### config.mk
export PLATFORM = sky130hd
export DESIGN_NAME = pdr_forwarder
export DESIGN_NICKNAME = d
export VERILOG_FILES = /design/src/rtl/pdr_pkg.sv /design/src/rtl/pdr_forwarder.sv
export SDC_FILE = /design/constraint.sdc
export NUM_CORES = 2
export LEC_CHECK = 0
export ABC_CLOCK_PERIOD_IN_PS = 5500
export BUFFER_PORTS_ARGS = -buffer_cell sky130_fd_sc_hd__buf_2
export CORE_MARGIN = 3
export CORE_UTILIZATION = 39
export DETAILED_ROUTE_END_ITERATION = 8
export PLACE_DENSITY = 0.54
export SLEW_MARGIN = 15
export SYNTH_ARGS = -nofsm -noshare
export SYNTH_HDL_FRONTEND = slang
export SYNTH_SLANG_ARGS = --single-unit
### constraint.sdc
create_clock -name aclk -period 5.5 [get_ports aclk]
set_input_delay 0.275 -clock aclk [delete_from_list [all_inputs] [get_ports aclk]]
set_output_delay 0.275 -clock aclk [all_outputs]
set_load 0.01 [all_outputs]
### src/rtl/pdr_pkg.sv
// constants and carrier types for the delayed read forwarder
// Functional notes
// - non-prefetchable reads fetch one dword, then disconnect
// - prefetchable reads run to aligned boundary
// - boundary from programmable prefetch count outside flow-through
// - disconnect with last word, drop leftovers
// - flow-through reads stop at 4-KB boundary
// - every read queued and answered with retry
// - capture address, command, parity, first byte enables
// - replay exact captured address and command
// - first byte enables, then all enabled later
// - reissue on retry, stop after data moved
// - retry limit: target abort, drop, gated error
// - accept one word per clock, no waits
// - memory read commands alias when matching
// - release data only after ordering cleared
// - early repeat enters flow-through mode
// - empty buffer: eight wait clocks, then disconnect
// - initiator end forwards frame end, discards data
// - discard timer drops unclaimed completion
// - four queue entries, duplicates not stored
// - config type from low address bits
// - register and function number field decode
package pdr_pkg;
  // ************************************************************
  // register map
  // ************************************************************
  localparam logic [7:0] PDR_REG_CTRL    = 8'h00; // control word
  localparam logic [7:0] PDR_REG_PREF    = 8'h04; // prefetch count
  localparam logic [7:0] PDR_REG_RETRY   = 8'h08; // retry limit
  localparam logic [7:0] PDR_REG_DISCARD = 8'h0c; // discard count
  localparam logic [7:0] PDR_REG_STATUS  = 8'h10; // status
  localparam logic [7:0] PDR_REG_CFGDEC  = 8'h14; // config decode
  localparam int PDR_CTRL_SERR_EN = 8;   // command register error enable bit
  localparam int PDR_CTRL_FLOW_EN = 0;   // flow-through enable bit
  localparam logic [31:0] PDR_CTRL_RST = 32'h0000_0001;
  localparam logic [7:0]  PDR_PREF_RST = 8'h08;
  localparam logic [23:0] PDR_RETRY_RST = 24'hff_ffff; // 2^24 attempts
  localparam logic [15:0] PDR_DISCARD_RST = 16'h8000;
  localparam logic [3:0]  PDR_WAIT_MAX = 4'h8;         // eight clocks
  localparam logic [9:0]  PDR_4KB_DW = 10'h3ff;        // last dword of 4 KB
  localparam int PDR_QDEPTH = 4;
  localparam logic [3:0] PDR_CMD_IORD = 4'h2;
  localparam logic [3:0] PDR_CMD_MRD  = 4'h6;
  localparam logic [3:0] PDR_CMD_CFGRD = 4'ha;
  localparam logic [3:0] PDR_CMD_MRM  = 4'hc;
  localparam logic [3:0] PDR_CMD_MRL  = 4'he;
  localparam logic [1:0] PDR_AXI_OK = 2'b00;
  localparam logic [1:0] PDR_AXI_SLVERR = 2'b10;
  // target answers to the initiator
  typedef enum logic [1:0] {
    PDR_ANS_RETRY = 2'b00,
    PDR_ANS_DATA  = 2'b01,
    PDR_ANS_ABORT = 2'b10,
    PDR_ANS_IDLE  = 2'b11
  } pdr_ans_t;
  // master side states
  typedef enum logic [1:0] {
    PDR_M_IDLE = 2'b00,
    PDR_M_REQ  = 2'b01,
    PDR_M_XFER = 2'b10
  } pdr_mst_t;
  // one captured delayed request
  typedef struct packed {
    logic        valid;
    logic        done;
    logic        err;
    logic [31:0] addr;
    logic [3:0]  cmd;
    logic        par;
    logic [3:0]  be;
    logic        pref;
  } pdr_req_t;
  // initiator-side request strobe
  typedef struct packed {
    logic        start;
    logic [31:0] addr;
    logic [3:0]  cmd;
    logic        par;
    logic [3:0]  be;
    logic        pref;
  } pdr_treq_t;
endpackage : pdr_pkg

### src/rtl/pdr_forwarder.sv
// delayed read forwarder top with axi4-lite control
`timescale 1ns/1ns
module pdr_forwarder #(
  parameter int DEPTH = 16,             // read data buffer depth
  parameter logic [7:0] PREF_RST = 8'h08
) (
  input  wire logic             aclk,
  input  wire logic             aresetn,
  input  wire pdr_pkg::pdr_treq_t treq,   // initiator read attempt
  input  wire logic             t_take,   // initiator takes a word
  input  wire logic             t_frame_end, // initiator ended burst
  input  wire logic             ord_ok,   // posted writes drained
  output logic [1:0]            t_ans,
  output logic [31:0]           t_data,
  output logic                  t_stop,
  output logic                  m_req,
  output logic [31:0]           m_addr,
  output logic [3:0]            m_cmd,
  output logic [3:0]            m_be,
  output logic                  m_last,
  input  wire logic             m_grant,
  input  wire logic             m_dvalid,
  input  wire logic [31:0]      m_data,
  input  wire logic             m_retry,
  input  wire logic             m_disc,
  input  wire logic             m_err,
  output logic                  primary_system_error_out,
  output logic [1:0]            cfg_type,
  input  wire logic [31:0]      s_axi_awaddr,
  input  wire logic             s_axi_awvalid,
  output logic                  s_axi_awready,
  input  wire logic [31:0]      s_axi_wdata,
  input  wire logic [3:0]       s_axi_wstrb,
  input  wire logic             s_axi_wvalid,
  output logic                  s_axi_wready,
  output logic [1:0]            s_axi_bresp,
  output logic                  s_axi_bvalid,
  input  wire logic             s_axi_bready,
  input  wire logic [31:0]      s_axi_araddr,
  input  wire logic             s_axi_arvalid,
  output logic                  s_axi_arready,
  output logic [31:0]           s_axi_rdata,
  output logic [1:0]            s_axi_rresp,
  output logic                  s_axi_rvalid,
  input  wire logic             s_axi_rready
);
  import pdr_pkg::*;
  localparam int AW = $clog2(DEPTH);

  // ************************************************************
  // state
  // ************************************************************
  typedef struct packed {
    pdr_req_t [PDR_QDEPTH-1:0] q;      // delayed transaction queue
    logic [1:0]  head;                 // entry under execution
    pdr_mst_t    mst;
    logic [23:0] tries;                // retry attempts so far
    logic [7:0]  cnt;                  // words left to prefetch
    logic [31:0] maddr;
    logic        flow;                 // flow-through active
    logic [AW:0] wp;
    logic [AW:0] rp;
    logic [3:0]  wait_c;
    logic [15:0] disc_c;
    logic        bursting;             // initiator data phase live
    logic [1:0]  ans;
    logic [31:0] tdat;
    logic        tstop;
    logic        mreq;
    logic [3:0]  mbe;
    logic        mlast;
    logic        serr;
    logic [1:0]  ctype;
    logic [31:0] ctrl;
    logic [7:0]  pref;
    logic [23:0] rlim;
    logic [15:0] dlim;
    logic [31:0] sts;
    logic [31:0] cfgdec;
    logic        awok;
    logic        wok;
    logic [31:0] awa;
    logic [31:0] wd;
    logic        bv;
    logic        rv;
    logic [31:0] rd;
    logic [1:0]  br;
    logic [1:0]  rr;
  } pdr_st_t;
  pdr_st_t s_q, s_d;
  logic [31:0] buf_q [DEPTH];           // read data buffer
  logic        buf_we;

  // memory reads alias each other
  // command aliasing
  function automatic logic cmd_eq(input logic [3:0] a, input logic [3:0] b);
    logic am;
    logic bm;
    am = (a == PDR_CMD_MRD) || (a == PDR_CMD_MRL) || (a == PDR_CMD_MRM);
    bm = (b == PDR_CMD_MRD) || (b == PDR_CMD_MRL) || (b == PDR_CMD_MRM);
    return (am && bm) || (a == b);
  endfunction : cmd_eq

  // ************************************************************
  // buffer write port
  // ************************************************************
  // one word per clock, no master waits
  always_ff @(posedge aclk)
  begin
    if (buf_we)
    begin
      buf_q[s_q.wp[AW-1:0]] <= m_data;
    end
  end

  // ************************************************************
  // next state
  // ************************************************************
  always_comb
  begin
    logic        hit;
    logic [1:0]  hidx;
    logic        free;
    logic [1:0]  fidx;
    logic        empty;
    logic        full;
    logic        bnd;
    pdr_req_t    h;
    logic        seterr;
    hit   = 1'b0;
    seterr = 1'b0;
    bnd   = (s_q.maddr[11:2] == PDR_4KB_DW);
    hidx  = 2'd0;
    free  = 1'b0;
    fidx  = 2'd0;
    s_d   = s_q;
    buf_we = 1'b0;
    empty = (s_q.wp == s_q.rp);
    full  = (s_q.wp[AW-1:0] == s_q.rp[AW-1:0]) && (s_q.wp[AW] != s_q.rp[AW]);
    h     = s_q.q[s_q.head];
    s_d.ans   = PDR_ANS_IDLE;
    s_d.tstop = 1'b0;
    // queue search for a match and a free slot
    for (int i = 0; i < PDR_QDEPTH; i++)
    begin
      if (s_q.q[i].valid && s_q.q[i].addr == treq.addr
          && cmd_eq(s_q.q[i].cmd, treq.cmd) && !hit)
      begin
        hit  = 1'b1;
        hidx = i[1:0];
      end
      if (!s_q.q[s_q.head + i[1:0]].valid && !free)
      begin
        free = 1'b1;
        fidx = s_q.head + i[1:0];
      end
    end
    if (treq.start)
    begin
      s_d.ctype  = treq.addr[1:0];
      s_d.cfgdec = {16'h0000, treq.addr[15:11], treq.addr[10:8], treq.addr[7:2], 2'b00};
    end
    // ---- initiator side ----
    if (treq.start && !s_q.bursting)
    begin
      if (hit && s_q.q[hidx].err)
      begin
        // abort to initiator and drop entry
        s_d.ans = PDR_ANS_ABORT;
        s_d.q[hidx].valid = 1'b0;
      end
      // ordering gate; early repeat may stream
      else if (hit && hidx == s_q.head && ord_ok && !empty
               && (h.done || (h.pref && s_q.ctrl[PDR_CTRL_FLOW_EN])))
      begin
        s_d.bursting = 1'b1;
        s_d.flow     = !h.done;
        s_d.ans      = PDR_ANS_DATA;
        s_d.tdat     = buf_q[s_q.rp[AW-1:0]];
        s_d.rp       = s_q.rp + 1'b1;
        s_d.tstop    = !h.pref || (h.done && s_q.rp + 1'b1 == s_q.wp);
        s_d.disc_c   = 16'h0000;
      end
      else
      begin
        // queue and retry; no duplicate store
        s_d.ans = PDR_ANS_RETRY;
        if (!hit && free)
        begin
          // capture address, command, parity, first enables
          s_d.q[fidx] = '{valid: 1'b1, done: 1'b0, err: 1'b0, addr: treq.addr,
                          cmd: treq.cmd, par: treq.par, be: treq.be, pref: treq.pref};
        end
      end
    end
    else if (s_q.bursting)
    begin
      if (t_frame_end || s_q.tstop || !s_q.q[s_q.head].valid)
      begin
        s_d.bursting = 1'b0;
        s_d.flow     = 1'b0;
        s_d.rp       = s_q.wp;
        s_d.q[s_q.head].valid = 1'b0;
        s_d.head     = s_q.head + 2'd1;
        s_d.wait_c   = 4'h0;
        if (s_q.mst != PDR_M_IDLE)
        begin
          s_d.mst  = PDR_M_IDLE;
          s_d.mreq = 1'b0;
          s_d.mlast = 1'b1;
        end
      end
      else if (t_take && !empty)
      begin
        s_d.ans    = PDR_ANS_DATA;
        s_d.tdat   = buf_q[s_q.rp[AW-1:0]];
        s_d.rp     = s_q.rp + 1'b1;
        s_d.wait_c = 4'h0;
        s_d.tstop  = h.done && (s_q.rp + 1'b1 == s_q.wp);
      end
      else if (t_take)
      begin
        // stall up to eight clocks then disconnect
        s_d.ans    = PDR_ANS_IDLE;
        s_d.wait_c = s_q.wait_c + 4'h1;
        s_d.tstop  = (s_q.wait_c + 4'h1 >= PDR_WAIT_MAX);
      end
    end
    // ---- target side master ----
    case (s_q.mst)
      PDR_M_IDLE:
      begin
        s_d.mlast = 1'b0;
        if (h.valid && !h.done && !h.err && empty && !s_q.bursting)
        begin
          s_d.mst   = PDR_M_REQ;
          s_d.mreq  = 1'b1;
          s_d.maddr = h.addr;
          s_d.mbe   = h.be;
          // count from prefetch register; one dword
          s_d.cnt   = h.pref ? s_q.pref : 8'h01;
        end
      end
      PDR_M_REQ:
      begin
        if (m_grant)
        begin
          s_d.mst  = PDR_M_XFER;
          s_d.mreq = 1'b0;
        end
      end
      default:
      begin
        if (m_dvalid && !full)
        begin
          buf_we  = 1'b1;
          s_d.wp  = s_q.wp + 1'b1;
          s_d.cnt = s_q.cnt - 8'h01;
          s_d.maddr = s_q.maddr + 32'h4;
          s_d.tries = 24'h0;
          s_d.mbe = 4'h0;
          // stop at boundary; 4-KB in flow mode; buffer full
          if ((s_q.flow ? bnd : (s_q.cnt == 8'h01)) || m_disc
              || (s_q.wp + 1'b1 == {~s_q.rp[AW], s_q.rp[AW-1:0]}))
          begin
            s_d.mst = PDR_M_IDLE;
            s_d.q[s_q.head].done = 1'b1;
            s_d.mlast = 1'b1;
          end
        end
        else if (m_retry || m_err)
        begin
          s_d.tries = s_q.tries + 24'h1;
          s_d.mst   = PDR_M_IDLE;
          if (m_err || s_q.tries >= s_q.rlim)
          begin
            // give up; error only when enabled
            s_d.q[s_q.head].err = 1'b1;
            s_d.tries = 24'h0;
            seterr    = s_q.ctrl[PDR_CTRL_SERR_EN];
            s_d.head  = s_q.head + 2'd1;
          end
        end
      end
    endcase
    // discard timer on completed head entry
    if (h.valid && h.done && !s_q.bursting)
    begin
      s_d.disc_c = s_q.disc_c + 16'h1;
      if (s_q.disc_c >= s_q.dlim)
      begin
        s_d.q[s_q.head].valid = 1'b0;
        s_d.head   = s_q.head + 2'd1;
        s_d.rp     = s_q.wp;
        s_d.disc_c = 16'h0;
        seterr     = s_q.ctrl[PDR_CTRL_SERR_EN];
      end
    end
    // ---- axi4-lite slave ----
    if (s_axi_awvalid && !s_q.awok)
    begin
      s_d.awok = 1'b1;
      s_d.awa  = s_axi_awaddr;
    end
    if (s_axi_wvalid && !s_q.wok)
    begin
      s_d.wok = 1'b1;
      s_d.wd  = s_axi_wdata;
    end
    if (s_q.awok && s_q.wok && !s_q.bv)
    begin
      s_d.awok = 1'b0;
      s_d.wok  = 1'b0;
      s_d.bv   = 1'b1;
      s_d.br   = PDR_AXI_OK;
      if (s_q.awa[7:0] == PDR_REG_CTRL)
        s_d.ctrl = s_q.wd;
      else if (s_q.awa[7:0] == PDR_REG_PREF)
        s_d.pref = s_q.wd[7:0];
      else if (s_q.awa[7:0] == PDR_REG_RETRY)
        s_d.rlim = s_q.wd[23:0];
      else if (s_q.awa[7:0] == PDR_REG_DISCARD)
        s_d.dlim = s_q.wd[15:0];
      else if (s_q.awa[7:0] == PDR_REG_STATUS)
        s_d.serr = s_q.serr & ~s_q.wd[0];  // write one to clear
      else
        s_d.br = PDR_AXI_SLVERR;
    end
    if (s_q.bv && s_axi_bready)
      s_d.bv = 1'b0;
    if (s_axi_arvalid && !s_q.rv)
    begin
      s_d.rv = 1'b1;
      s_d.rr = PDR_AXI_OK;
      if (s_axi_araddr[7:0] == PDR_REG_CTRL)
        s_d.rd = s_q.ctrl;
      else if (s_axi_araddr[7:0] == PDR_REG_PREF)
        s_d.rd = {24'h0, s_q.pref};
      else if (s_axi_araddr[7:0] == PDR_REG_RETRY)
        s_d.rd = {8'h0, s_q.rlim};
      else if (s_axi_araddr[7:0] == PDR_REG_DISCARD)
        s_d.rd = {16'h0, s_q.dlim};
      else if (s_axi_araddr[7:0] == PDR_REG_STATUS)
        s_d.rd = {23'h0, s_q.flow, s_q.bursting, s_q.mst, s_q.head, s_q.ctype, s_q.serr};
      else if (s_axi_araddr[7:0] == PDR_REG_CFGDEC)
        s_d.rd = s_q.cfgdec;
      else
      begin
        s_d.rd = 32'h0;
        s_d.rr = PDR_AXI_SLVERR;
      end
    end
    if (s_q.rv && s_axi_rready)
      s_d.rv = 1'b0;
    s_d.serr = s_d.serr | seterr;
  end

  // ************************************************************
  // state register
  // ************************************************************
  always_ff @(posedge aclk)
  begin
    if (!aresetn)
    begin
      s_q      <= '0;
      s_q.ans  <= PDR_ANS_IDLE;
      s_q.ctrl <= PDR_CTRL_RST;
      // prefetch count reset is a parameter
      s_q.pref <= PREF_RST;
      s_q.rlim <= PDR_RETRY_RST;
      s_q.dlim <= PDR_DISCARD_RST;
    end
    else
    begin
      s_q <= s_d;
    end
  end

  // outputs straight from state flops
  assign t_ans  = s_q.ans;
  assign t_data = s_q.tdat;
  assign t_stop = s_q.tstop;
  assign m_req  = s_q.mreq;
  assign m_addr = s_q.maddr;
  assign m_cmd  = s_q.q[s_q.head].cmd;
  assign m_be   = s_q.mbe;
  assign m_last = s_q.mlast;
  assign primary_system_error_out = s_q.serr;
  assign cfg_type      = s_q.ctype;
  assign s_axi_awready = !s_q.awok;
  assign s_axi_wready  = !s_q.wok;
  assign s_axi_bvalid  = s_q.bv;
  assign s_axi_bresp   = s_q.br;
  assign s_axi_arready = !s_q.rv;
  assign s_axi_rvalid  = s_q.rv;
  assign s_axi_rdata   = s_q.rd;
  assign s_axi_rresp   = s_q.rr;
endmodule : pdr_forwarder

======== After elaboration in Yosys (flattened, before gate mapping) ========
Memory sizes are Yosys's and may differ from the RTL's. A register that Yosys moved wholly into a read port is not among the register bits.
Cells that the tools add are included.
storage, ports and cells
  memories ................................ 1
  memory bits (writable) .................. 512
  output and inout bits ................... 121
  register bits after elaboration ......... 498
memories
  memory  words  bits a word  rd ports  clocked after Yosys merged registers in  wr ports  RTL line             text
  buf_q   16     32           1         1                                        1         pdr_forwarder.sv:91  logic [31:0] buf_q [DEPTH];
cells by class
  equal/unequal tests ..................... 46
  multiplexer cells ....................... 147
  add/sub/neg operators ................... 10
  reduce and logical (&&, ||, !) cells .... 116
  magnitude comparators ................... 12
  bitwise gates (word level) .............. 11
operators with widths
  kind                                        number
  180-bit bitwise mux                         6
  180-bit 2-to-1 mux                          6
  182-bit 2-to-1 mux                          4
  45-bit binary-select mux with 2-bit select  5
  45-bit demux with 2-bit select              5
  184-bit 2-to-1 mux                          2
  45-bit 2-to-1 mux                           7
  208-bit 2-to-1 mux                          1
  32-bit equality test                        4
  16-bit 2-to-1 mux                           6
  43-bit 2-to-1 mux                           2
  40-bit 2-to-1 mux                           2
  40-bit case mux with 2 select lines         1
  24-bit 2-to-1 mux                           3
  33-bit 2-to-1 mux                           2
  32-bit 2-to-1 mux                           2
  2-bit 2-to-1 mux                            24
  1-bit logical AND                           46
  1-bit 2-to-1 mux                            44
  44-bit 2-to-1 mux                           1
  4-bit equality test, second input constant  10
  5-bit 2-to-1 mux                            8
  37-bit 2-to-1 mux                           1
  36-bit 2-to-1 mux                           1
  49 further kinds                            149

======== Depth between registers and ports, before layout ========
  depth in word-level cells ............... 32
  gate-level depth with buffers ........... 15

======== Worst setup path before layout ========
Ideal clock, no wire load.
  path type ............................... flip-flop to flip-flop
  start point ............................. reg s_q[318] (netlist name)
  end point ............................... mem buf_q[3][0], enable pin
  setup time .............................. 0.461 ns
  path buffers ............................ 2
  data required time ...................... 5.039 ns
  slack ................................... 1.247 ns
  arrival ................................. 3.792 ns
  clock period less this slack ............ 4.253 ns
  cell stages (with the launch flop) ...... 9
  path through ............................ dfxtp_1 clkbuf_1 xnor2_1 nand4_1 o21a_1 and2_1 clkbuf_1 nand2_1 nor3_1
on the way
  longest elaborated chain between the ends .. 8
RTL lines
  what                                    RTL line              text
  start, declared                         pdr_forwarder.sv:90   pdr_st_t s_q, s_d;
  4-bit equality test                     pdr_forwarder.sv:139  full = (s_q.wp[AW-1:0] == s_q.rp[AW-1:0]) && (s_q.wp[AW] != s_q.rp[AW]);
  1-bit logical AND                       pdr_forwarder.sv:139
  1-bit zero test                         pdr_forwarder.sv:254  if (m_dvalid && !full)
  1-bit logical AND                       pdr_forwarder.sv:254
  1-bit 2-to-1 mux                        pdr_forwarder.sv:254
  1-bit 2-to-1 mux                        pdr_forwarder.sv:230  case (s_q.mst)
  1-bit 2-to-1 mux                        pdr_forwarder.sv:110  if (buf_we)
  1-bit 2-to-1 mux (not written as such)  pdr_forwarder.sv:112  buf_q[s_q.wp[AW-1:0]] <= m_data;
  end, declared                           pdr_forwarder.sv:91
Several ways; a longest one is shown, not always the timed one.

==> flow_summary.ini <==
[detailed_routing]
vias = 29400
first_iter_violations = 2274
drc_errors = 0
drt_wl_total_um = 122000
drtPass1Iterations = 5
post_drt_wl_per_cell_um = 22.4
vias_per_cell = 5.40
ant_nets = 0

[cts]
cts-htree-levels = 3
cts_made_buffers = 109
cts_resized = 0
cts-hold-fix-buffers = 120
clkSinkCount = 1004
postCtsSetupRepairBufs = 0
cts-root-buf = clkbuf_16
clock_latency_ns = 0.71
cts_tree = built
clkTransAtPathRegs_ns = 0.06
cts_buffer_depth = 3

[synth]
ys_ff_latch = 1004
synth_cells = 3676
syn_area_mm2 = 0.0448
seq_area_frac_synth = 0.563
async_flop_share = 0
synth-main-ff-cell = edfxtp_1
synth_edf_count = 512
yosys.cell_types.count = 87
yosys_warnings = 0
synth.avg_cell_area_um2 = 12.2

[grt]
grt_max_degree = 166
grt-ovfl-total = 0
first_global_vias = 28700
grtUsageTotal = 0.202
grt_pass1_wl_um = 182000
antenna_found_initial = 3

[layout]
layout_commonest_cell = edfxtp_1
nFillCells = 10500
final_cell_mix = 512 x edfxtp_1, 486 x dfxtp_1, 363 x nor2_1
multi_input_area_mm2 = 0.0175
final_core_util = 0.454
ff_latch_area_mm2 = 0.0252
drive_gt1_frac = 0.190
area_growth_pct = 14.9
design_area_mm2 = 0.0515
nets = 4098

[floorplanning]
rows = 123
die_h_um = 345
start_util = 0.395
fp.dieW_um = 345
core_area_mm2 = 0.113
num_io_pins = 311
design.die.area_mm2 = 0.119

[worst_setup_path]
max_stage_delay_ns = 0.77
slowest_stage = nor2_4
worst-path-buf-inv = 2
critPathArrivalTime_ns = 4.76
path_delay_family = simple AND/OR/NAND/NOR gates
cpMostUsedCell = mux2i_1
crit_required_ns = 6.03
critPathLaunchType = flop
end_kind = flop
cp_cell_sequence = inv_1, ha_1, mux2i_1, nand2_1, a31oi_1, a21oi_1, a221o_1, nand2b_1, nor2_4, buf_12, mux2i_1, nor2_1
crit_fanout = 30
critPathKind = flop to flop

[outcome]
run_status = completed

[place]
place_area_mm2 = 0.0466
routabilityCongestion = 0.871
post-dp-hpwl_um = 76800
io_buffers = 255

[sta]
report.final.setup_viol = 0
max_clock_freq_ghz = 0.236
slew_viol_final = 0
min_period_ns = 4.23
tns_ns = 0
fin_skew_ns = 0.0494
rsz0062_at_grt = no
period_share = 0.769
final-hold-violation-count = 0
tightest_slew_ns = 1.22
max_slew_margin = 0.181
hold_slack_ns = 0.0482

[power]
p_per_area_mw_per_mm2 = 322
p_total_uw = 16600
peakVddDrop_mv = 0.289
p_leak_uw = 0.0179

[job]
max_cap_violations = 0

[worst_hold_path]
worstHoldPathType = primary input to flop
[final timing paths]
check / depth (start not counted) / slack [ns] / end / from
max reg2reg: 12 / 1.27 / flop / s_q[390]
max: 12 / 1.27 / flop / s_q[390]
min: 2 / 0.05 / t_ans[1] / aresetn
min reg2reg: 2 / 0.45 / s_axi_rdata[31] / s_axi_rdata[31]
[synthesized netlist by cell type (4+ instances only)]
master	number	area, um^2
a211oi_1	32	240
a21o_1	9	67.6
a21oi_1	209	1050
a221oi_1	17	149
a222oi_1	7	70.1
a22o_1	9	78.8
a22oi_1	28	210
a31oi_1	33	206
a32o_1	4	40.0
a41oi_1	5	43.8
and2_1	14	87.6
and3_1	40	250
buf_1	20	75.1
buf_2	50	250
buf_4	112	841
buf_6	6	67.6
clkbuf_1	167	627
clkbuf_8	7	96.3
dfxtp_1	492	9850
edfxtp_1	512	15400
ha_1	55	688
inv_1	68	255
mux2_2	8	90.1
mux2i_1	237	2370
mux4_2	203	4570
nand2_1	309	1160
nand2b_1	35	219
nand3_1	66	330
nand4_1	64	400
nor2_1	380	1430
nor2b_1	14	87.6
nor3_1	48	240
nor3b_1	5	37.5
nor4_1	12	75.1
o2111ai_1	6	52.6
o211ai_1	34	255
o21a_1	4	30.0
o21ai_0	82	410
o221a_2	6	67.6
o22ai_1	9	56.3
o31ai_1	9	67.6
or2_2	5	31.3
or3_1	9	56.3
xnor2_1	149	1310
xor2_1	21	184
[per-stage QoR]
stage,instances,setup slack [ns]
after floorplan,3677,1.25
after global placement,5122,1.26
after detailed placement,5122,1.24
after CTS,5442,1.21
after global routing,5443,0.922
final,5445,1.27
[layer usage]
layer,GRT usage,up-vias,wire length [um]
li1,-,13800,-
met1,0.279,14600,54600
met2,0.328,839,57200
met3,0.0357,164,7540
met4,0.0557,2,2780
met5,0,-,13
[kinds of logic (layout without fill, tap and decap cells)]
family | Yosys count | in the layout | synth area share
other | 1 | 5 | 0.0000837
buffers and inverters | 432 | 697 | 0.0498
XOR/XNOR | 172 | 172 | 0.0342
adder cells (fa/ha/maj) | 55 | 55 | 0.0154
flip-flops | 1004 | 1004 | 0.563
AND/OR/NAND/NOR | 1026 | 1026 | 0.103
multiplexers | 450 | 450 | 0.158
AO/OA/AOI/OAI | 536 | 536 | 0.0759
[where the power goes]
| group | internal [uW] | total [uW] | switching [uW] |
|---|---|---|---|
| logic | 424 | 1110 | 683 |
| registers | 7980 | 8110 | 128 |
| clock network | 4260 | 7380 | 3110 |
[cell type report]
type                       count  share of cell area
tap                         1500              0.0365
multi-input combinational   2241               0.340
clock inverter                50              0.0113
antenna                        3            0.000146
timing repair buffer         429              0.0572
sequential                  1004               0.490
inverter                      68             0.00510
clock buffer                 150              0.0591
[worst reg2reg max path, cell delays in order, from the launching register on]
cell      delay [ns]
dfxtp_4         0.71
inv_1           0.29
ha_1            0.56
mux2i_1         0.27
nand2_1         0.08
a31oi_1         0.14
a21oi_1         0.09
a221o_1         0.27
nand2b_1        0.27
nor2_4          0.77
buf_12          0.33
mux2i_1         0.23
nor2_1          0.05
Note: power is estimated with default switching activity, not from simulation.
